$ cat src/inc/ilpm_regs.svh
// Constants of the interrupt level and priority map: grid shape, vectors,
// register byte offsets and reset values.
// Assumes a 32-bit AHB-Lite slave port with one register per aligned word.
`ifndef ILPM_REGS_SVH
`define ILPM_REGS_SVH

// Grid shape
`define ILPM_LEVELS 7
`define ILPM_SLOTS 9
`define ILPM_CELLS 63
`define ILPM_SOURCES 30
`define ILPM_LEVEL_TOP 3'h7

// Vector numbers
`define ILPM_VEC_SOURCE_BASE 7'h40
`define ILPM_VEC_FORCE_BASE 7'h60
`define ILPM_VEC_SPURIOUS 7'h18
`define ILPM_VEC_NONE 7'h00

// Grid cells of the two remappable slots at level 6
`define ILPM_CELL_REMAP_TOP 6'h35
`define ILPM_CELL_REMAP_SECOND 6'h34

// Cell of each fixed source, source 29 first, source 0 last; cell = (level-1)*9+slot
`define ILPM_SRC_CELL_TABLE {6'h01, 6'h02, 6'h03, 6'h05, 6'h06, 6'h07, 6'h08, 6'h0b, 6'h0c, 6'h0e, \
  6'h0f, 6'h17, 6'h18, 6'h19, 6'h1a, 6'h1e, 6'h20, 6'h21, 6'h22, 6'h23, 6'h25, 6'h2a, 6'h2b, 6'h2c, \
  6'h2e, 6'h30, 6'h32, 6'h33, 6'h39, 6'h3a}

// Shared sources of the merged instance pairs
`define ILPM_SRC_TWO_WIRE 15
`define ILPM_SRC_KEYPAD 16
`define ILPM_SRC_COMPARATOR 18

// Force codes written to the set and clear registers
`define ILPM_FORCE_CODE_FIRST 6'h20
`define ILPM_FORCE_CODE_LAST 6'h26

// Register byte offsets
`define ILPM_OFS_FORCE 8'h00
`define ILPM_OFS_FORCE_SET 8'h04
`define ILPM_OFS_FORCE_CLR 8'h08
`define ILPM_OFS_REMAP_TOP 8'h0c
`define ILPM_OFS_REMAP_SECOND 8'h10
`define ILPM_OFS_LEVEL_MASK 8'h14
`define ILPM_OFS_SW_ACK 8'h18
`define ILPM_OFS_CORE_STATE 8'h1c
`define ILPM_OFS_STATUS 8'h20
`define ILPM_OFS_IRQ_MASK 8'h24
`define ILPM_OFS_LEVEL_ACK1 8'h40
`define ILPM_OFS_LEVEL_ACK7 8'h58

// Reset values
`define ILPM_RST_FORCE 7'h00
`define ILPM_RST_REMAP 5'h00
`define ILPM_RST_LEVEL_MASK 6'h3f
`define ILPM_RST_STATUS 2'h0
`define ILPM_RST_IRQ_MASK 2'h0

// Status bits
`define ILPM_ST_NMI 0
`define ILPM_ST_SPURIOUS 1

// Bus encodings
`define ILPM_HSIZE_WORD 3'h2
`define ILPM_HRESP_OKAY 1'h0

`endif

$ cat src/inc/ilpm_pkg.sv
// Types shared by the interrupt level and priority map files.
// Assumes ilpm_regs.svh is on the include path.
`include "ilpm_regs.svh"

package ilpm_pkg;
  typedef logic [2:0] ilpm_level_t;
  typedef logic [6:0] ilpm_vec_t;
  typedef logic [`ILPM_CELLS-1:0][6:0] ilpm_cell_vec_t;
  typedef logic [`ILPM_LEVELS-1:0][6:0] ilpm_level_vec_t;
endpackage

$ cat src/ilpm_rank.sv
// Per-level ranking of the request grid: best active slot of each level.
// Assumes cell index (level-1)*9+slot, slot 8 ranking highest in a level.
`timescale 1ns/1ns
`include "ilpm_regs.svh"

module ilpm_rank (
  input wire logic [`ILPM_CELLS-1:0] cell_req_i,
  input wire ilpm_pkg::ilpm_cell_vec_t cell_vec_i,
  output logic [`ILPM_LEVELS-1:0] level_hit_o,
  output ilpm_pkg::ilpm_level_vec_t level_vec_o
);

  for (genvar l = 0; l < `ILPM_LEVELS; l++)
  begin : g_level
    logic hit;
    ilpm_pkg::ilpm_vec_t vec;

    // Ascending scan, so the highest occupied slot is the last one kept
    always_comb
    begin
      hit = 1'b0;
      vec = `ILPM_VEC_NONE;
      for (int s = 0; s < `ILPM_SLOTS; s++)
      begin
        if (cell_req_i[l * `ILPM_SLOTS + s])
        begin
          hit = 1'b1;
          vec = cell_vec_i[l * `ILPM_SLOTS + s];
        end
      end
    end

    assign level_hit_o[l] = hit;
    assign level_vec_o[l] = vec;
  end

endmodule

$ cat src/ilpm_top.sv
// Interrupt level and priority map: request grid, ranking, core level and
// vector, forcing, remapping, acknowledge reads, AHB-Lite register slave.
// Assumes one clock; peripheral requests come from logic on this clock,
// the external pin request comes from outside and is synchronised here.
//
// Function
// - Seven levels of nine slots, sparsely occupied
// - Higher level wins, then higher slot
// - Level 1 slot 0 ranks lowest
// - Pin vector 64 mid, low-voltage 65
// - Fixed source vector is source plus 64
// - Forced request per level, vectors 96-102
// - Two level 6 remap cells, source vector
// - Remap and force cells only via registers
// - Paired instances share one source vector
// - Empty level acknowledge returns spurious 24
// - Level 7 unmaskable edge, others maskable
`timescale 1ns/1ns
`include "ilpm_regs.svh"

module ilpm_top (
  input wire logic clock_i,
  input wire logic rstn_i,
  input wire logic ext_pin_request_i,
  input wire logic [`ILPM_SOURCES-1:1] periph_request_i,
  input wire logic [1:0] two_wire_pair_request_i,
  input wire logic [1:0] keypad_pair_request_i,
  input wire logic [1:0] comparator_pair_request_i,
  input wire logic hsel_i,
  input wire logic [31:0] haddr_i,
  input wire logic [1:0] htrans_i,
  input wire logic hwrite_i,
  input wire logic [2:0] hsize_i,
  input wire logic [31:0] hwdata_i,
  input wire logic hready_i,
  output logic [31:0] hrdata_o,
  output logic hreadyout_o,
  output logic hresp_o,
  output logic [2:0] core_level_o,
  output logic [6:0] core_vector_o,
  output logic nmi_pulse_o,
  output logic irq_o
);

  localparam logic [`ILPM_SOURCES*6-1:0] SRC_CELL = `ILPM_SRC_CELL_TABLE;

  logic pin_meta_q;
  logic pin_sync_q;
  logic [6:0] forced_level_request_q; // bit 0 is level 7, bit 6 is level 1
  logic [4:0] level6_top_remap_select_q;
  logic [4:0] level6_second_remap_select_q;
  logic [5:0] level_mask_q;
  logic [1:0] status_q;
  logic [1:0] irq_mask_q;
  logic [2:0] core_level_q;
  logic [6:0] core_vector_q;
  logic nmi_pulse_q;
  logic wr_pend_q;
  logic rd_pend_q;
  logic [7:0] addr_q;
  logic [31:0] hrdata_q;
  logic [`ILPM_SOURCES-1:0] source_req;
  logic [`ILPM_CELLS-1:0] cell_req;
  ilpm_pkg::ilpm_cell_vec_t cell_vec;
  logic [`ILPM_LEVELS-1:0] level_hit;
  ilpm_pkg::ilpm_level_vec_t level_vec;
  logic [`ILPM_LEVELS-1:0] level_enable;
  logic [9:0] core_pick;
  logic [9:0] sw_pick;
  logic take;
  logic [1:0] status_set;
  logic [31:0] rd_mux;
  logic spurious_read;
  logic [2:0] ack_level;
  logic remap_top_valid;
  logic remap_second_valid;

  // Best enabled level and its vector, as {level, vector}; zero when none
  function automatic logic [9:0] pick(input logic [`ILPM_LEVELS-1:0] hit,
                                      input ilpm_pkg::ilpm_level_vec_t vec,
                                      input logic [`ILPM_LEVELS-1:0] en);
    logic [9:0] res;
    res = '0;
    for (int l = 0; l < `ILPM_LEVELS; l++)
    begin
      if (hit[l] && en[l])
      begin
        res = {3'(l + 1), vec[l]};
      end
    end
    return res;
  endfunction

  // Pin request is asynchronous, two flops before any use
  always_ff @(posedge clock_i or negedge rstn_i)
  begin
    if (!rstn_i)
    begin
      pin_meta_q <= 1'b0;
      pin_sync_q <= 1'b0;
    end
    else
    begin
      pin_meta_q <= ext_pin_request_i;
      pin_sync_q <= pin_meta_q;
    end
  end

  // Source requests with the instance pairs merged onto their shared source
  always_comb
  begin
    source_req = {periph_request_i, pin_sync_q};
    source_req[`ILPM_SRC_TWO_WIRE] = periph_request_i[`ILPM_SRC_TWO_WIRE] | (|two_wire_pair_request_i);
    source_req[`ILPM_SRC_KEYPAD] = periph_request_i[`ILPM_SRC_KEYPAD] | (|keypad_pair_request_i);
    source_req[`ILPM_SRC_COMPARATOR] = periph_request_i[`ILPM_SRC_COMPARATOR] | (|comparator_pair_request_i);
  end

  // Select value zero or out of range leaves the remap cell empty
  assign remap_top_valid = level6_top_remap_select_q != `ILPM_RST_REMAP &&
                           level6_top_remap_select_q < 5'(`ILPM_SOURCES);
  assign remap_second_valid = level6_second_remap_select_q != `ILPM_RST_REMAP &&
                              level6_second_remap_select_q < 5'(`ILPM_SOURCES);

  // Grid fill; cells not named here stay idle and never request
  always_comb
  begin
    cell_req = '0;
    cell_vec = '0;
    for (int s = 0; s < `ILPM_SOURCES; s++)
    begin
      // Only a live remap moves a source; a disabled select must not hide source 0
      if (!(remap_top_valid && 5'(s) == level6_top_remap_select_q) &&
          !(remap_second_valid && 5'(s) == level6_second_remap_select_q))
      begin
        cell_req[SRC_CELL[s * 6 +: 6]] = source_req[s];
      end
      cell_vec[SRC_CELL[s * 6 +: 6]] = `ILPM_VEC_SOURCE_BASE + 7'(s);
    end
    if (remap_top_valid)
    begin
      cell_req[`ILPM_CELL_REMAP_TOP] = source_req[level6_top_remap_select_q];
      cell_vec[`ILPM_CELL_REMAP_TOP] = `ILPM_VEC_SOURCE_BASE + 7'(level6_top_remap_select_q);
    end
    if (remap_second_valid)
    begin
      cell_req[`ILPM_CELL_REMAP_SECOND] = source_req[level6_second_remap_select_q];
      cell_vec[`ILPM_CELL_REMAP_SECOND] = `ILPM_VEC_SOURCE_BASE + 7'(level6_second_remap_select_q);
    end
    // Forced cells sit in slot 0; force bit i belongs to level 7-i
    for (int i = 0; i < `ILPM_LEVELS; i++)
    begin
      cell_req[(`ILPM_LEVELS - 1 - i) * `ILPM_SLOTS] = forced_level_request_q[i];
      cell_vec[(`ILPM_LEVELS - 1 - i) * `ILPM_SLOTS] = `ILPM_VEC_FORCE_BASE + 7'(i);
    end
  end

  ilpm_rank u_rank (
    .cell_req_i(cell_req),
    .cell_vec_i(cell_vec),
    .level_hit_o(level_hit),
    .level_vec_o(level_vec)
  );

  // Level 7 always counts; levels 1 to 6 pass the level mask
  assign level_enable = {1'b1, level_mask_q};
  assign core_pick = pick(level_hit, level_vec, level_enable);
  // Software acknowledge sees pending requests even when masked
  assign sw_pick = pick(level_hit, level_vec, {`ILPM_LEVELS{1'b1}});

  // Core level and vector follow the winner every cycle
  always_ff @(posedge clock_i or negedge rstn_i)
  begin
    if (!rstn_i)
    begin
      core_level_q <= '0;
      core_vector_q <= `ILPM_VEC_NONE;
      nmi_pulse_q <= 1'b0;
    end
    else
    begin
      core_level_q <= core_pick[9:7];
      core_vector_q <= core_pick[6:0];
      // Level 7 is taken on the edge into it, so a held request fires once
      nmi_pulse_q <= (core_pick[9:7] == `ILPM_LEVEL_TOP) && (core_level_q != `ILPM_LEVEL_TOP);
    end
  end

  assign core_level_o = core_level_q;
  assign core_vector_o = core_vector_q;
  assign nmi_pulse_o = nmi_pulse_q;

  // Bus address phase is taken only while the bus is ready
  assign take = hsel_i && htrans_i[1] && hready_i;
  assign ack_level = 3'(((addr_q - `ILPM_OFS_LEVEL_ACK1) >> 2) + 8'h01);

  // Read mux; a level acknowledge of an empty level returns spurious
  always_comb
  begin
    rd_mux = '0;
    spurious_read = 1'b0;
    if (addr_q >= `ILPM_OFS_LEVEL_ACK1 && addr_q <= `ILPM_OFS_LEVEL_ACK7)
    begin
      if (level_hit[ack_level - 3'h1])
      begin
        rd_mux[6:0] = level_vec[ack_level - 3'h1];
      end
      else
      begin
        rd_mux[6:0] = `ILPM_VEC_SPURIOUS;
        spurious_read = 1'b1;
      end
    end
    else
    begin
      unique case (addr_q)
        `ILPM_OFS_FORCE: rd_mux[6:0] = forced_level_request_q;
        `ILPM_OFS_REMAP_TOP: rd_mux[4:0] = level6_top_remap_select_q;
        `ILPM_OFS_REMAP_SECOND: rd_mux[4:0] = level6_second_remap_select_q;
        `ILPM_OFS_LEVEL_MASK: rd_mux[5:0] = level_mask_q;
        `ILPM_OFS_SW_ACK: rd_mux[6:0] = sw_pick[6:0];
        `ILPM_OFS_CORE_STATE: rd_mux[10:0] = {core_level_q, 1'b0, core_vector_q};
        `ILPM_OFS_STATUS: rd_mux[1:0] = status_q;
        `ILPM_OFS_IRQ_MASK: rd_mux[1:0] = irq_mask_q;
        default: rd_mux = '0; // Unmapped and write-only offsets read zero
      endcase
    end
  end

  // Bus phase tracking; reads get one wait state so a preceding write is seen
  always_ff @(posedge clock_i or negedge rstn_i)
  begin
    if (!rstn_i)
    begin
      wr_pend_q <= 1'b0;
      rd_pend_q <= 1'b0;
      addr_q <= '0;
      hrdata_q <= '0;
    end
    else
    begin
      wr_pend_q <= 1'b0;
      rd_pend_q <= 1'b0;
      if (rd_pend_q)
      begin
        hrdata_q <= rd_mux;
      end
      if (take)
      begin
        // Upper address bits or a non-word size select nothing
        addr_q <= (haddr_i[31:8] == 24'h00_0000 && hsize_i == `ILPM_HSIZE_WORD) ? haddr_i[7:0] : 8'hfc;
        wr_pend_q <= hwrite_i;
        rd_pend_q <= !hwrite_i;
      end
    end
  end

  assign hreadyout_o = !rd_pend_q;
  assign hresp_o = `ILPM_HRESP_OKAY;
  assign hrdata_o = hrdata_q;

  // Force register: direct write, or set and clear by code
  always_ff @(posedge clock_i or negedge rstn_i)
  begin
    if (!rstn_i)
    begin
      forced_level_request_q <= `ILPM_RST_FORCE;
    end
    else if (wr_pend_q)
    begin
      if (addr_q == `ILPM_OFS_FORCE)
      begin
        forced_level_request_q <= hwdata_i[6:0];
      end
      else if ((addr_q == `ILPM_OFS_FORCE_SET || addr_q == `ILPM_OFS_FORCE_CLR) &&
               hwdata_i[5:0] >= `ILPM_FORCE_CODE_FIRST && hwdata_i[5:0] <= `ILPM_FORCE_CODE_LAST)
      begin
        // Codes outside the range leave the register untouched
        forced_level_request_q[3'(hwdata_i[5:0] - `ILPM_FORCE_CODE_FIRST)] <=
          (addr_q == `ILPM_OFS_FORCE_SET);
      end
    end
  end

  // Remap selects, level mask and interrupt mask
  always_ff @(posedge clock_i or negedge rstn_i)
  begin
    if (!rstn_i)
    begin
      level6_top_remap_select_q <= `ILPM_RST_REMAP;
      level6_second_remap_select_q <= `ILPM_RST_REMAP;
      level_mask_q <= `ILPM_RST_LEVEL_MASK;
      irq_mask_q <= `ILPM_RST_IRQ_MASK;
    end
    else if (wr_pend_q)
    begin
      unique case (addr_q)
        `ILPM_OFS_REMAP_TOP: level6_top_remap_select_q <= hwdata_i[4:0];
        `ILPM_OFS_REMAP_SECOND: level6_second_remap_select_q <= hwdata_i[4:0];
        `ILPM_OFS_LEVEL_MASK: level_mask_q <= hwdata_i[5:0];
        `ILPM_OFS_IRQ_MASK: irq_mask_q <= hwdata_i[1:0];
        default: level_mask_q <= level_mask_q;
      endcase
    end
  end

  // Sticky events; a new event beats a write-one clear in the same cycle
  always_comb
  begin
    status_set = '0;
    status_set[`ILPM_ST_NMI] = nmi_pulse_q;
    status_set[`ILPM_ST_SPURIOUS] = rd_pend_q && spurious_read;
  end

  always_ff @(posedge clock_i or negedge rstn_i)
  begin
    if (!rstn_i)
    begin
      status_q <= `ILPM_RST_STATUS;
    end
    else if (wr_pend_q && addr_q == `ILPM_OFS_STATUS)
    begin
      status_q <= (status_q & ~hwdata_i[1:0]) | status_set;
    end
    else
    begin
      status_q <= status_q | status_set;
    end
  end

  assign irq_o = |(status_q & irq_mask_q);

endmodule
$ cat config.mk
export PLATFORM = sky130hd
export DESIGN_NAME = ilpm_top
export DESIGN_NICKNAME = d
export VERILOG_FILES = /design/src/inc/ilpm_pkg.sv /design/src/ilpm_rank.sv /design/src/ilpm_top.sv
export VERILOG_INCLUDE_DIRS = /design/src /design/src/inc
export SDC_FILE = /design/constraint.sdc
export NUM_CORES = 1
export LEC_CHECK = 0
export BUFFER_PORTS_ARGS = -buffer_cell sky130_fd_sc_hd__buf_2
export CELL_PAD_IN_SITES_DETAIL_PLACEMENT = 1
export CELL_PAD_IN_SITES_GLOBAL_PLACEMENT = 1
export CORE_MARGIN = 2
export CORE_UTILIZATION = 46
export CTS_CLUSTER_DIAMETER = 30
export DETAILED_ROUTE_END_ITERATION = 8
export PLACE_DENSITY_LB_ADDON = 0.1
export RECOVER_POWER = 50
export SLEW_MARGIN = 20
export SYNTH_ARGS = -nofsm -noshare
export SYNTH_HDL_FRONTEND = slang
export SYNTH_HIERARCHICAL = 1
export SYNTH_SLANG_ARGS = --single-unit
$ cat constraint.sdc
create_clock -name clock_i -period 10.6 [get_ports clock_i]
set_input_delay 1.06 -clock clock_i [delete_from_list [all_inputs] [get_ports clock_i]]
set_output_delay 1.06 -clock clock_i [all_outputs]
set_load 0.01 [all_outputs]
**Word level (Yosys, flattened, before mapping)**

Cells that the tools add are included.

- $add $sub $neg: 6
- Muxes and demuxes: 153
- Reduce and logical (&&, ||, !) cells: 187
- Bitwise operators: 8
- Equal/unequal tests: 70
- Order comparisons: 11

Operators with widths:

| kind | count |
|---|---|
| $mux W7 | 53 |
| $eq A5 B5 Y1 const A | 28 |
| $logic_and A1 B1 Y1 | 108 |
| $eq A4 B5 Y1 const A | 16 |
| $mux W1 | 79 |
| $logic_not A1 Y1 | 62 |
| $mux W10 | 6 |
| $eq A3 B5 Y1 const A | 8 |
| $eq A8 B5 Y1 const B | 4 |
| $logic_not A24 Y1 | 1 |
| $bmux W7 S3 | 1 |
| $eq A2 B5 Y1 const A | 4 |
| $pmux W3 S6 | 1 |
| $eq A8 B4 Y1 const B | 2 |
| $eq A8 B6 Y1 const B | 2 |
| $mux W8 | 2 |
| $pmux W2 S8 | 1 |
| $add A7 B5 Y7 const A | 2 |
| $lt A5 B6 Y1 const B | 2 |
| $bmux W1 S5 | 2 |
| $eq A1 B5 Y1 const A | 2 |
| $logic_not A5 Y1 | 2 |
| $lt A5 B5 Y1 const B | 2 |
| $reduce_and A2 Y1 | 5 |
| 29 further kinds | 40 |

- Bits in registers: 82
- Logic and storage cells: 450
- Output and inout port bits: 46
- Input bits: 110

**Depth between registers and ports, before layout**

Gate-level depths: netlist of the first run.

- Depth in word-level cells: 23
- Mapped depth: 18
- Mapped depth without buffers: 14

**By module**

The synthesis of the first run kept the hierarchy.

By module, submodules not included:

| module | times used | area an instance (sq um) | sequential area each (sq um) | cells each |
|---|---|---|---|---|
| ilpm_top | 1 | 5666.7 | 1508.9 | 683 |
| ilpm_rank | 1 | 4063.9 | 0.0 | 633 |

**Least setup slack after synthesis of the first run**

OpenSTA, ideal clock, no wires.

- Kind: input-to-reg
- Start point: input port two_wire_pair_request_i[1]
- End point: register hrdata_q[0] (netlist: hrdata_o[0])
- Stages: 15
- Path buffers: 2
- Path slack: 6441 ps
- Data required time: 10517 ps
- Library setup time: 83 ps
- Data arrival time: 4077 ps
- Cells stage by stage: or3_1 > mux4_2 > nand2_1 > nand3_1 > a22o_1 > buf_2 > or2_2 > nor2_1 > nand3_1 > buf_4 > or2_2 > or4_1 > o32ai_1 > a211oi_1 > o21ai_0

- Word-level cells in the longest chain between the ends: 11
- Elaborated cells between the ends (all ways): 27
- Those cells by class: mux (25); bitwise (1); reduce/logical (1)

Ends and longest elaborated chain:

| element | line | source |
|---|---|---|
| start, declared | ilpm_top.sv:26 | `input wire logic [1:0] two_wire_pair_request_i,` |
| $reduce_or A2 Y1 * | ilpm_top.sv:113 | `` source_req[`ILPM_SRC_TWO_WIRE] = periph_request_i[`ILPM_SRC_TWO_WIRE] \| (\|two_wire_pair_request_i); `` |
| $or A1 B1 Y1 * | ilpm_top.sv:113 |  |
| $bmux W1 S5 * | ilpm_top.sv:146 | `` cell_req[`ILPM_CELL_REMAP_SECOND] = source_req[level6_second_remap_select_q]; `` |
| $mux W1 (not written as such) * | ilpm_top.sv:146 |  |
| $mux W1 * | ilpm_top.sv:144 | `if (remap_second_valid)` |
| net cell_req[52] | ilpm_top.sv:63 | `` logic [`ILPM_CELLS-1:0] cell_req; `` |
| $mux W1 * (2 in series) | ilpm_rank.sv:25 | `` if (cell_req_i[l * `ILPM_SLOTS + s]) `` |
| net u_rank.g_level[5].hit | ilpm_rank.sv:15 | `logic hit;` |
| $bmux W1 S3 or $mux W7 (tied branches) | ilpm_top.sv:203, ilpm_top.sv:86 |  |
| $mux W1 (not written as such) or $mux W7 (tied branches) | ilpm_top.sv:203, ilpm_top.sv:86 |  |
| $mux W7 or $pmux W2 S8 (tied branches) | ilpm_top.sv:203, ilpm_top.sv:215 |  |
| $mux W7 * | ilpm_top.sv:201 | `` if (addr_q >= `ILPM_OFS_LEVEL_ACK1 && addr_q <= `ILPM_OFS_LEVEL_ACK7) `` |
| end signal, assigned | ilpm_top.sv:245 | `hrdata_q <= rd_mux;` |
| end, declared | ilpm_top.sv:61 | `logic [31:0] hrdata_q;` |

The timed path passes the listed nets; every way through them passes the cells marked *. The select of a mux whose other input is x is not followed.
A chain may end at the register's enable or synchronous reset.

**Worst setup path in the final report of the first run**

- Start point: register level6_second_remap_select_q[0]
- End point: register hrdata_q[0] (netlist: hrdata_o[0])

- Elaborated cells between the ends (all ways): 236
- Those cells by class: add/sub (1); order compare (1); eq/ne (29); mux (112); reduce/logical (93)

RTL lines:

| element | line | source |
|---|---|---|
| start, declared | ilpm_top.sv:51 | `logic [4:0] level6_second_remap_select_q;` |
| start signal, assigned | ilpm_top.sv:290 | `` level6_second_remap_select_q <= `ILPM_RST_REMAP; `` |
| start signal, assigned | ilpm_top.sv:298 | `` `ILPM_OFS_REMAP_SECOND: level6_second_remap_select_q <= hwdata_i[4:0]; `` |
| $bmux W1 S5, or another cell as far along | ilpm_top.sv:146 |  |
| $mux W1 (not written as such) or $logic_and A1 B1 Y1 (tied branches) | ilpm_top.sv:146, ilpm_top.sv:121 |  |
| $mux W1 * | ilpm_top.sv:144 |  |
| net cell_req[52] | ilpm_top.sv:63 |  |
| $mux W1 * (2 in series) | ilpm_rank.sv:25 |  |
| net level_hit[5] | ilpm_top.sv:65 | `` logic [`ILPM_LEVELS-1:0] level_hit; `` |
| $bmux W1 S3 or $mux W7 (tied branches) | ilpm_top.sv:203, ilpm_top.sv:86 |  |
| $mux W1 (not written as such) or $mux W7 (tied branches) | ilpm_top.sv:203, ilpm_top.sv:86 |  |
| $mux W7 or $pmux W2 S8 (tied branches) | ilpm_top.sv:203, ilpm_top.sv:215 |  |
| $mux W7 * | ilpm_top.sv:201 |  |

Marked as above.

==> results of run 1 <==
state kept, by name (all words and copies together), names as in the netlist, 2 cells and up:
signal                        flops
addr_q                            8
core_level_o                      3
core_vector_o                     7
forced_level_request_q            7
hrdata_o                         10
irq_mask_q                        2
level6_second_remap_select_q      5
level6_top_remap_select_q         5
level_mask_q                      6
status_q                          2
worst max-delay path: cells and delay by family (launching register included):
family	cells	cell delay, ns
flops	1	1.03
buf+inv	1	0.21
compound gates	6	1.40
mux	1	0.53
simple gates	5	1.97
final cells by class:
cell class / instances / area [sq um] / share of cell area
multi-input cells: 1623 / 9380 / 0.758
flip-flops and latches: 60 / 1510 / 0.122
repair buffers: 124 / 653 / 0.0527
well taps: 275 / 344 / 0.0278
clock buffers: 12 / 256 / 0.0207
inverters: 38 / 143 / 0.0115
clock inverters: 4 / 95.1 / 0.00768
through the flow:
step | std cells | setup WS [ns] | hold WS [ns] | instance area (sq um) | power (mW)
floorplan | 1849 | 6.44 | 0.331 | 11700 | 0.520
global placement | 2120 | 5.61 | 0.335 | 12000 | 0.617
detailed placement | 2120 | 5.56 | 0.336 | 12000 | 0.626
CTS | 2136 | 5.53 | 0.353 | 12400 | 0.992
global route | 2136 | 5.24 | 0.367 | 12400 | 1.07
finish | 2136 | 5.36 | 0.354 | 12400 | 1.03
worst paths after layout:
kind                                                               to  slack, ns  depth (start not counted)
worst min register to register                   pin_sync_q$_DFF_PN0_       0.35                          0
min in group asynchronous       forced_level_request_q[2]$_DFFE_PN0P_       2.02                          2
worst min-delay path                             pin_sync_q$_DFF_PN0_       0.35                          0
worst max register to register                hrdata_o[0]$_DFFE_PN0P_       5.36                         13
worst max-delay path                          hrdata_o[0]$_DFFE_PN0P_       5.36                         13
max in group asynchronous                     hrdata_o[2]$_DFFE_PN0P_       6.60                          2
kinds of logic after synthesis:
family / after synthesis
AOI/OAI and AO/OA: 513
other: 2
muxes: 65
adders and majority gates: 1
and+or+nand+nor: 509
buffers and inverters: 166
DFF: 60
cell usage in the layout, fill, tap and decap left out, types with 18 or more instances in the layout:
cell type,instances
inv_1,36
buf_2,99
nand2_1,147
nor3_1,30
a221oi_2,36
a21oi_1,70
a221oi_1,40
nor2_1,56
nor4_1,29
nand2b_1,46
mux2i_1,38
and3_1,24
o22ai_1,61
nor2b_1,55
o31a_1,20
a31oi_1,27
o21ai_0,99
nand3_1,26
o311ai_1,18
dfrtp_1,54
conb_1,535
per-layer routing:
layer	wire length, microns	vias to the layer above
met5	13	-
met4	2840	2
met3	3570	211
met2	21100	734
met1	17800	6166
li1	-	5650
power by group through the flow:
stage | combinational, mW | clock [mW] | sequential, mW
2_1_floorplan | 0.261 | 0 | 0.258
3_3_place_gp | 0.350 | 0 | 0.267
3_5_place_dp | 0.358 | 0 | 0.268
4_1_cts | 0.367 | 0.359 | 0.265
5_1_grt | 0.428 | 0.371 | 0.268
6_report | 0.397 | 0.362 | 0.268
==> qor.csv, run 1 <==
stage,metric,value,unit
run_status,status,"finished, violations left",
run_status,failing checks,"capacitance limit, slew limit",
sta,minimum clock period,5.24,ns
sta,"Period Utilization, post-route",0.494,
clock_tree,postcts setup bufs,0,
global_route,first-pass GRT wire length,70.2,mm
layout,Fillers,2910,
power,Internal,0.619,mW
clock_tree,CTS buffer count,9,
power,sequential power share,0.261,
clock_tree,TritonCTS clock tree,yes,
yosys,sequential area share after synthesis,0.155,
power,VDD IR max,0.125,mV
global_route,grt total ovfl,0,
yosys,Gate Count Post-Synth,1316,
power,combinational share of power,0.387,
critical_path,CP Class,reg2reg,
global_route,initial antenna violation count,1,
place,gpl congestion,0.953,
yosys,xor/xnor share of the synthesized area,0,
clock_tree,Clock transition at path regs,0.06,ns
sta,Clock Skew,0.00354,ns
clock_tree,worst skew pair latency,0.35,ns
yosys,Yosys warnings,6,
critical_path,Critical Path Fanout Max,21,
floorplanning,Die Width,149,microns
drt,Post-Route WL,45.3,mm
clock_tree,post-CTS sizing,0,
place,input/output buffers,106,
sta,Setup TNS,0,ns
drt,WL/cell,21.2,microns
yosys,Async SR Flop Fraction,1.00,
floorplanning,die height,149,microns
critical_path,critical-path cell list,inv_1 -> o21ai_0 -> o32ai_1 -> mux4_2 -> a22o_1 -> or2_2 -> nor2_1 -> nand3_1 -> or2_2 -> or4_1 -> o32ai_1 -> a211oi_1 -> o21ai_0,
yosys,most common cell in the netlist,nand2_1,
critical_path,Max stage delay on crit path,1.03,ns
global_route,met1 Use GR,0.486,
sta,Final Max Tran Viols,61,
clock_tree,clk sinks,60,
yosys,"Avg Cell Area, Syn",7.39,sq um
critical_path,CP endpoint kind,flop,
drt,post-route antenna net violation count,0,
power,static leakage,5.60,nW
layout,layout cell share with drive strength beyond 1,0.121,
yosys,"FF+latch count, synth",60,
critical_path,worst flop-to-flop path startpoint,level6_second_remap_select_q[0]$_DFFE_PN0P_,
yosys,post-synth top area share,0.139,
global_route,met3 Usage GRT,0.0692,
critical_path,WP data required,10.86,ns
sta,Fmax,0.191,GHz
yosys,largest family of logic cells by synthesized area,compound AO/OA/AOI/OAI gates,
clock_tree,Max H-tree Level,3,
global_route,busiest grt layer,met2,
critical_path,Crit-path slowest cell,dfrtp_1,
yosys,post-synthesis adder-cell area fraction,0.00103,
power,Net Sw Power,0.407,mW
yosys,Synth area leader,dfrtp_1,
yosys,Synth Area in Compound Gates,0.388,
critical_path,Setup crit start,level6_second_remap_select_q[0]$_DFFE_PN0P_,
drt,Via density,5.98,
critical_path,"Data arrival, critical path",5.50,ns
drt,# DRC,0,
floorplanning,full die area,22300,sq um
global_route,pin count of the biggest net entering global routing,61,
clock_tree,Root Driver,clkbuf_16,
min_path,Min-Delay Path Class,reg2reg,
global_route,total global-route track usage,0.401,
power,Clock power frac,0.352,
layout,Area Growth Syn to Fin,27.3,%
sta,worst slew pin tran,3.54,ns
layout,final core utilization,0.593,
clock_tree,CTS Hold Bufs,0,
clock_tree,Clock Tree Buf Depth,2,
sta,unrepaired setup endpoints after global routing,false,
power,switching power share of the total,0.397,
yosys,Synth area leaders,"dfrtp_1, nand2_1, a221oi_2",
sta,Hold Fails Final Rpt,0,
floorplanning,IO Pins,156,
critical_path,CP startpoint kind,flop,
yosys,Post-Syn Area,9730,sq um
layout,Final nets,1966,
sta,Slew HR,-1.36,
run,Max-Cap Viols,1,
drt,DRT Pass-1 Iters,8,
sta,endpoints failing setup,0,
yosys,mux contribution to synthesized area,0.0842,
yosys,Post-synth EDFFs,0,
yosys,Post-Synth Simple-Gate Area,0.284,
power,power per cell area,82.9,nW/um^2
layout,Ant. Diodes,0,
global_route,GR met2 Demand/Resource,0.670,
yosys,number of distinct library cells after synthesis,74,
place,hpwl dp,32.0,mm
global_route,vias in the first global route,12900,
floorplanning,Initial Util,0.466,
min_path,HP Start,pin_meta_q$_DFF_PN0_,
floorplanning,CORE AREA,20900,sq um
drt,via count,12800,
floorplanning,site row count,53,
yosys,Synth top cells by count,"nand2_1, o21ai_0, a21oi_1, o22ai_1, nor2_1",
drt,DR iter-0 viols,1301,
yosys,"Top FF cell, synth",dfrtp_1,
Note: power is estimated with default switching activity, not from simulation.
==> inputs of run 2 (changes only) <==
--- a/config.mk
+++ b/config.mk
@@ -10,7 +10,7 @@
 export CELL_PAD_IN_SITES_DETAIL_PLACEMENT = 1
 export CELL_PAD_IN_SITES_GLOBAL_PLACEMENT = 1
 export CORE_MARGIN = 2
-export CORE_UTILIZATION = 46
+export CORE_UTILIZATION = 43
 export CTS_CLUSTER_DIAMETER = 30
 export DETAILED_ROUTE_END_ITERATION = 8
 export PLACE_DENSITY_LB_ADDON = 0.1
==> constraint.sdc (replaced) <==
create_clock -name clock_i -period 5 [get_ports clock_i]
set_input_delay 0.5 -clock clock_i [delete_from_list [all_inputs] [get_ports clock_i]]
set_output_delay 0.5 -clock clock_i [all_outputs]
set_load 0.01 [all_outputs]
==> qor.csv, run 2 (synthesis results as in run 1) <==
stage,metric,value,unit,change
clock_tree,clk sinks,60,,unchanged
sta,endpoints failing setup,0,,unchanged
place,gpl congestion,0.980,,was 0.953
drt,DRT met1 WL,17.3,mm,was 17.8 mm
floorplanning,site row count,55,,was 53
drt,top sig layer,met5,,unchanged
floorplanning,full die area,23800,sq um,"was 22,300 sq um"
clock_tree,Max H-tree Level,3,,unchanged
clock_tree,Root Driver,clkbuf_16,,unchanged
critical_path,Max stage delay on crit path,0.78,ns,was 1.03 ns
global_route,pin count of the biggest net entering global routing,61,,unchanged
drt,Post-Route WL,41.7,mm,was 45.3 mm
global_route,first-pass GRT wire length,66.0,mm,was 70.2 mm
drt,DRT Pass-1 Iters,5,,was 8
sta,Slew HR,-1.24,,was -1.36
clock_tree,TritonCTS clock tree,yes,,unchanged
drt,DR iter-0 viols,824,,"was 1,301"
sta,final hold slack,0.282,ns,was 0.354 ns
run_status,failing checks,"capacitance limit, slew limit",,unchanged
sta,minimum clock period,4.66,ns,was 5.24 ns
critical_path,Crit-path slowest cell,dfrtp_1,,unchanged
floorplanning,IO Pins,156,,unchanged
power,power per cell area,169,nW/um^2,was 82.9 nW/um^2
critical_path,Critical Path Fanout Max,12,,was 21
global_route,vias in the first global route,12300,,"was 12,900"
floorplanning,Initial Util,0.434,,was 0.466
layout,final core utilization,0.559,,was 0.593
sta,worst slew pin tran,3.36,ns,was 3.54 ns
place,input/output buffers,106,,unchanged
floorplanning,die height,154,microns,was 149 microns
drt,# DRC,0,,unchanged
layout,layout cell share with drive strength beyond 1,0.130,,was 0.121
place,placed cell area,12200,sq um,"was 12,000 sq um"
layout,Post-Layout Cell Count,2167,,"was 2,136"
power,VDD IR max,0.320,mV,was 0.125 mV
sta,Hold Fails Final Rpt,0,,unchanged
critical_path,WP data required,5.26,ns,was 10.86 ns
sta,Clock Skew,0.00613,ns,was 0.00354 ns
drt,post-route antenna net violation count,0,,unchanged
critical_path,worst r2r path cells,11,,was 13
critical_path,CP startpoint kind,flop,,unchanged
layout,Area Growth Syn to Fin,28.9,%,was 27.3%
critical_path,CP Class,reg2reg,,unchanged
clock_tree,CTS Hold Bufs,0,,unchanged
place,placed insts,2150,,"was 2,120"
floorplanning,CORE AREA,22400,sq um,"was 20,900 sq um"
drt,met2 wire length,20.0,mm,was 21.1 mm
drt,via count,12200,,"was 12,800"
drt,routed wl met3,2.70,mm,was 3.57 mm
sta,Setup TNS,0,ns,unchanged
layout,"commonest non-fill, non-tap cell in the layout",conb_1,,unchanged
clock_tree,post-CTS sizing,0,,unchanged
sta,Final Max Tran Viols,61,,unchanged
min_path,WHS Path Cells,1,,was 0
layout,Final nets,1986,,"was 1,966"
clock_tree,postcts setup bufs,0,,unchanged
drt,Via density,5.65,,was 5.98
critical_path,critical-path cell list,mux4_2 -> mux4_2 -> a22o_1 -> or2_2 -> nor2_1 -> nand3_1 -> or2_2 -> or4_1 -> o32ai_1 -> a211oi_1 -> o21ai_0,,was inv_1 -> o21ai_0 -> o32ai_1 -> mux4_2 -> a22o_1 -> or2_2 -> nor2_1 -> nand3_1 -> or2_2 -> or4_1 -> o32ai_1 -> a211oi_1 -> o21ai_0
layout,most frequent cells in the layout,"conb_1, nand2_1, o21ai_0, buf_2, a21oi_1",,unchanged
clock_tree,worst skew pair latency,0.34,ns,was 0.35 ns
sta,unrepaired setup endpoints after global routing,false,,unchanged
run,Max-Cap Viols,1,,unchanged
drt,WL/cell,19.2,microns,was 21.2 microns
global_route,grt total ovfl,0,,unchanged
critical_path,"Data arrival, critical path",4.92,ns,was 5.50 ns
layout,max reg flops,10,,unchanged
floorplanning,Die Width,154,microns,was 149 microns
run_status,status,"finished, violations left",,unchanged
sta,"Period Utilization, post-route",0.932,,was 0.494
sta,Fmax,0.215,GHz,was 0.191 GHz
global_route,initial antenna violation count,2,,was 1
critical_path,CP endpoint kind,flop,,unchanged
clock_tree,CTS buffer count,9,,unchanged
layout,final instance area,12500,sq um,"was 12,400 sq um"
power,static leakage,5.68,nW,was 5.60 nW
place,hpwl dp,32.7,mm,was 32.0 mm
clock_tree,Clock Tree Buf Depth,2,,unchanged
global_route,total global-route track usage,0.346,,was 0.401
min_path,Min-Delay Path Class,in2reg,,was reg2reg
clock_tree,Clock transition at path regs,0.06,ns,about the same
[run 2: cell types whose count changed in the layout (fill, tap and decap cells not counted)]
| cell | before | now |
|---|---|---|
| buf_2 | 99 | 98 |
| buf_4 | 17 | 37 |
| clkbuf_1 | 9 | 11 |
| clkbuf_8 | 2 | 1 |
| clkinv_2 | 1 | 0 |
| clkinvlp_4 | 0 | 1 |
| diode_2 | 0 | 1 |
[run 2: routing by layer]
metal	track usage	vias to the layer above
met1	0.433	5925
met2	0.605	519
li1	-	5677
met5	0	-
met4	0.129	2
met3	0.0482	116
[run 2: stage by stage]
stage / worst slack, ns / total power, mW
finish: 0.341 / 2.12
global route: 0.254 / 2.22
CTS: 0.448 / 2.07
detailed placement: 0.513 / 1.34
global placement: 0.603 / 1.32
floorplan: 1.40 / 1.10
[run 2: layout make-up]
type | instances | area, sq um
inverter | 38 | 143
fill | 3155 | 9890
clock buffer | 12 | 246
multi-input combinational | 1623 | 9380
antenna | 1 | 2.50
clock inverter | 4 | 97.6
timing repair buffer | 144 | 802
tap | 285 | 357
sequential | 60 | 1510
[run 2: critical path: cells and delay by family, from the launching register on]
kind	cells	cell delay (ns)
AOI/OAI and AO/OA	4	0.84
DFF	1	0.78
and+or+nand+nor	5	1.85
muxes	2	1.09
[run 2: worst paths after layout]
| kind | slack (ns) | to | start |
|---|---|---|---|
| setup / recovery | 0.34 | hrdata_o[0]$_DFFE_PN0P_ | level6_second_remap_select_q[0]$_DFFE_PN0P_ |
| hold / removal | 0.28 | pin_meta_q$_DFF_PN0_ | ext_pin_request_i |
| setup reg to reg | 0.34 | hrdata_o[0]$_DFFE_PN0P_ | level6_second_remap_select_q[0]$_DFFE_PN0P_ |
| hold reg to reg | 0.35 | pin_sync_q$_DFF_PN0_ | pin_meta_q$_DFF_PN0_ |
| max in group asynchronous | 1.71 | forced_level_request_q[2]$_DFFE_PN0P_ | rstn_i |
| min in group asynchronous | 1.39 | hrdata_o[10]$_DFFE_PN0P_ | rstn_i |
[run 2: power breakdown]
part	internal, mW	total [mW]	switching [mW]	leakage [nW]
sequential	0.515	0.562	0.0469	0.676
clock	0.501	0.731	0.230	0.163
combinational	0.289	0.823	0.534	4.84
==> inputs of run 3 (changes only) <==
--- a/config.mk
+++ b/config.mk
@@ -10,7 +10,7 @@
 export CELL_PAD_IN_SITES_DETAIL_PLACEMENT = 1
 export CELL_PAD_IN_SITES_GLOBAL_PLACEMENT = 1
 export CORE_MARGIN = 2
-export CORE_UTILIZATION = 43
+export CORE_UTILIZATION = 40
 export CTS_CLUSTER_DIAMETER = 30
 export DETAILED_ROUTE_END_ITERATION = 8
 export PLACE_DENSITY_LB_ADDON = 0.1
@@ -18,5 +18,4 @@
 export SLEW_MARGIN = 20
 export SYNTH_ARGS = -nofsm -noshare
 export SYNTH_HDL_FRONTEND = slang
-export SYNTH_HIERARCHICAL = 1
 export SYNTH_SLANG_ARGS = --single-unit
==> qor.csv, run 3 <==
stage,metric,value,unit,change
run_status,status,"finished, violations left",,unchanged
run_status,failing checks,"capacitance limit, slew limit",,unchanged
sta,minimum clock period,3.98,ns,was 4.66 ns
global_route,first-pass GRT wire length,39.5,mm,was 66.0 mm
power,power per cell area,237,nW/um^2,was 169 nW/um^2
critical_path,Critical Path Fanout Max,23,,was 12
yosys,Async SR Flop Fraction,1.00,,unchanged
power,VDD IR max,0.171,mV,was 0.320 mV
sta,endpoints failing setup,0,,unchanged
clock_tree,CTS Hold Bufs,0,,unchanged
critical_path,CP endpoint kind,flop,,unchanged
sta,Clock Skew,0.00695,ns,was 0.00613 ns
clock_tree,worst skew pair latency,0.34,ns,about the same
global_route,pin count of the biggest net entering global routing,61,,unchanged
global_route,grt total ovfl,0,,unchanged
global_route,total global-route track usage,0.316,,was 0.346
critical_path,worst flop-to-flop path startpoint,level6_second_remap_select_q[3]$_DFFE_PN0P_,,was level6_second_remap_select_q[0]$_DFFE_PN0P_
sta,worst slew pin tran,3.27,ns,was 3.36 ns
place,input/output buffers,106,,unchanged
min_path,Hold EP,pin_meta_q$_DFF_PN0_,,unchanged
layout,max reg flops,10,,unchanged
clock_tree,clk sinks,60,,unchanged
clock_tree,Clock transition at path regs,0.05,ns,was 0.06 ns
floorplanning,CORE AREA,14600,sq um,"was 22,400 sq um"
layout,Final nets,937,,"was 1,986"
sta,Setup TNS,0,ns,unchanged
yosys,"Avg Cell Area, Syn",8.04,sq um,was 7.39 sq um
clock_tree,CTS buffer count,9,,unchanged
yosys,Synth area leaders,"dfrtp_1, o21ai_0, nor2_1",,"was dfrtp_1, nand2_1, a221oi_2"
global_route,vias in the first global route,6776,,"was 12,300"
drt,Post-Route WL,25.4,mm,was 41.7 mm
critical_path,Crit path max-delay family,simple AND/OR/NAND/NOR gates,,unchanged
place,pre-CTS setup slack,1.17,ns,was 0.513 ns
critical_path,Crit-path slowest cell,dfrtp_1,,unchanged
drt,post-route antenna net violation count,0,,unchanged
place,gpl congestion,0.979,,was 0.980
floorplanning,IO Pins,156,,unchanged
clock_tree,TritonCTS clock tree,yes,,unchanged
clock_tree,Max H-tree Level,3,,unchanged
floorplanning,die height,126,microns,was 154 microns
yosys,Post-synth EDFFs,0,,unchanged
yosys,Synth top cells by count,"nor2_1, nand2_1, o21ai_0, dfrtp_1, inv_1",,"was nand2_1, o21ai_0, a21oi_1, o22ai_1, nor2_1"
sta,Final WS setup,1.02,ns,was 0.341 ns
floorplanning,site row count,44,,was 55
power,static leakage,2.65,nW,was 5.68 nW
drt,# DRC,0,,unchanged
min_path,WHS Path Cells,1,,unchanged
yosys,Synth Area in Compound Gates,0.298,,was 0.388
layout,"commonest non-fill, non-tap cell in the layout",buf_2,,was conb_1
critical_path,CP startpoint kind,flop,,unchanged
sta,Slew HR,-1.18,,was -1.24
power,Design Power,1.61,mW,was 2.12 mW
sta,"Period Utilization, post-route",0.796,,was 0.932
drt,WL/cell,25.0,microns,was 19.2 microns
yosys,"FF+latch count, synth",60,,unchanged
yosys,Gate Count Post-Synth,744,,"was 1,316"
critical_path,RR Endpoint,hrdata_o[6]$_DFFE_PN0P_,,was hrdata_o[0]$_DFFE_PN0P_
critical_path,Worst R2R Setup Slack,1.02,ns,was 0.34 ns
clock_tree,post-CTS sizing,0,,unchanged
run,Max-Cap Viols,1,,unchanged
yosys,sequential area share after synthesis,0.252,,was 0.155
yosys,Post-Synth Simple-Gate Area,0.263,,was 0.284
critical_path,"Data arrival, critical path",4.20,ns,was 4.92 ns
critical_path,Max stage delay on crit path,0.85,ns,was 0.78 ns
sta,Fmax,0.251,GHz,was 0.215 GHz
critical_path,critical-path cell list,nand3b_1 -> o21ai_0 -> a22oi_1 -> nor4_4 -> nand2_1 -> o211a_1 -> nor3_1 -> nor2_1 -> a22o_1,,was mux4_2 -> mux4_2 -> a22o_1 -> or2_2 -> nor2_1 -> nand3_1 -> or2_2 -> or4_1 -> o32ai_1 -> a211oi_1 -> o21ai_0
drt,DRT Pass-1 Iters,5,,unchanged
yosys,Yosys warnings,0,,was 6
layout,Ant. Diodes,0,,was 1
layout,layout cell share with drive strength beyond 1,0.232,,was 0.130
yosys,post-synthesis adder-cell area fraction,0.00167,,was 0.00103
drt,Via density,6.66,,was 5.65
sta,unrepaired setup endpoints after global routing,false,,unchanged
layout,Area Growth Syn to Fin,13.9,%,was 28.9%
min_path,HP Start,ext_pin_request_i,,unchanged
place,hpwl dp,20.0,mm,was 32.7 mm
yosys,most common cell in the netlist,nor2_1,,was nand2_1
yosys,number of distinct library cells after synthesis,90,,was 74
yosys,"Top FF cell, synth",dfrtp_1,,unchanged
sta,Hold Fails Final Rpt,0,,unchanged
drt,via count,6770,,"was 12,200"
critical_path,critical path depth in cells,9,,was 11
critical_path,CP Buf/Inv Count,0,,unchanged
floorplanning,full die area,16000,sq um,"was 23,800 sq um"
clock_tree,postcts setup bufs,0,,unchanged
critical_path,worst r2r path cells,9,,was 11
clock_tree,Clock Tree Buf Depth,2,,unchanged
layout,most frequent cells in the layout,"buf_2, nor2_1, nand2_1, o21ai_0, dfrtp_1",,"was conb_1, nand2_1, o21ai_0, buf_2, a21oi_1"
drt,DR iter-0 viols,725,,was 824
floorplanning,Initial Util,0.410,,was 0.434
yosys,xor/xnor share of the synthesized area,0,,unchanged
min_path,Min-Delay Path Class,in2reg,,unchanged
yosys,Synth area leader,dfrtp_1,,unchanged
sta,Final Max Tran Viols,61,,unchanged
global_route,initial antenna violation count,0,,was 2
critical_path,CP Class,reg2reg,,unchanged
yosys,largest family of logic cells by synthesized area,compound AO/OA/AOI/OAI gates,,unchanged
clock_tree,Root Driver,clkbuf_16,,unchanged
yosys,post-synth top area share,0.226,,was 0.139
floorplanning,Die Width,126,microns,was 154 microns
yosys,mux contribution to synthesized area,0.0999,,was 0.0842
critical_path,WP data required,5.22,ns,was 5.26 ns
yosys,Post-Syn Area,5980,sq um,was 9730 sq um
[run 3: changes by cell type in the layout (fill, tap and decap cells not counted), moves of 27 or more]
cell / delta
conb_1: -512
nand2_1: -82
o22ai_1: -51
a21oi_1: -43
o21ai_0: -43
nor2b_1: -41
a221oi_2: -36
a221oi_1: -33
nand2b_1: -33
mux2i_1: -30
buf_4: -27
[run 3: metal layers]
metal  vias to the layer above  part of all wire  track usage
li1                       2979                 -            -
met1                      3379              0.43        0.426
met2                       348              0.47        0.522
met3                        64             0.079       0.0607
met4                         0             0.023       0.0873
met5                         -                 0            0
[run 3: cell families (layout without fill, tap and decap cells)]
| family | count (synthesis) | count (layout) |
|---|---|---|
| other | 1 | 23 |
| AND/OR/NAND/NOR | 293 | 293 |
| multiplexers | 43 | 43 |
| AO/OA/AOI/OAI | 250 | 250 |
| adder cells (fa/ha/maj) | 1 | 1 |
| buffers and inverters | 96 | 162 |
| flip-flops | 60 | 60 |
[run 3: area by class of cell]
cell class | count | area [sq um]
flip-flops and latches | 60 | 1510
repair buffers | 117 | 601
clock buffers | 9 | 225
clock inverters | 7 | 91.3
multi-input cells | 610 | 4050
fillers | 1791 | 7770
well taps | 184 | 230
inverters | 29 | 109
[run 3: per-stage QoR]
step	instances	util	instance area (sq um)	hold WS, ns
2_1_floorplan	766	-	6070	0.204
3_3_place_gp	1000	0.446	6510	0.333
3_5_place_dp	1000	0.446	6510	0.337
4_1_cts	1016	0.468	6830	0.261
5_1_grt	1016	0.467	6820	0.263
6_report	1016	0.467	6820	0.267
[run 3: worst max path at each step]
stage                                                startpoint                      end
finish              level6_second_remap_select_q[3]$_DFFE_PN0P_  hrdata_o[6]$_DFFE_PN0P_
global route        level6_second_remap_select_q[3]$_DFFE_PN0P_  hrdata_o[6]$_DFFE_PN0P_
CTS                    level6_top_remap_select_q[1]$_DFFE_PN0P_  hrdata_o[6]$_DFFE_PN0P_
detailed placement     level6_top_remap_select_q[1]$_DFFE_PN0P_  hrdata_o[6]$_DFFE_PN0P_
global placement    level6_second_remap_select_q[3]$_DFFE_PN0P_  hrdata_o[6]$_DFFE_PN0P_
floorplan                            two_wire_pair_request_i[1]  hrdata_o[1]$_DFFE_PN0P_
[run 3: report_power, final]
group          total (mW)  internal (mW)  switching, mW
Sequential          0.568          0.516         0.0513
Clock               0.666          0.434          0.232
Combinational       0.379          0.146          0.233
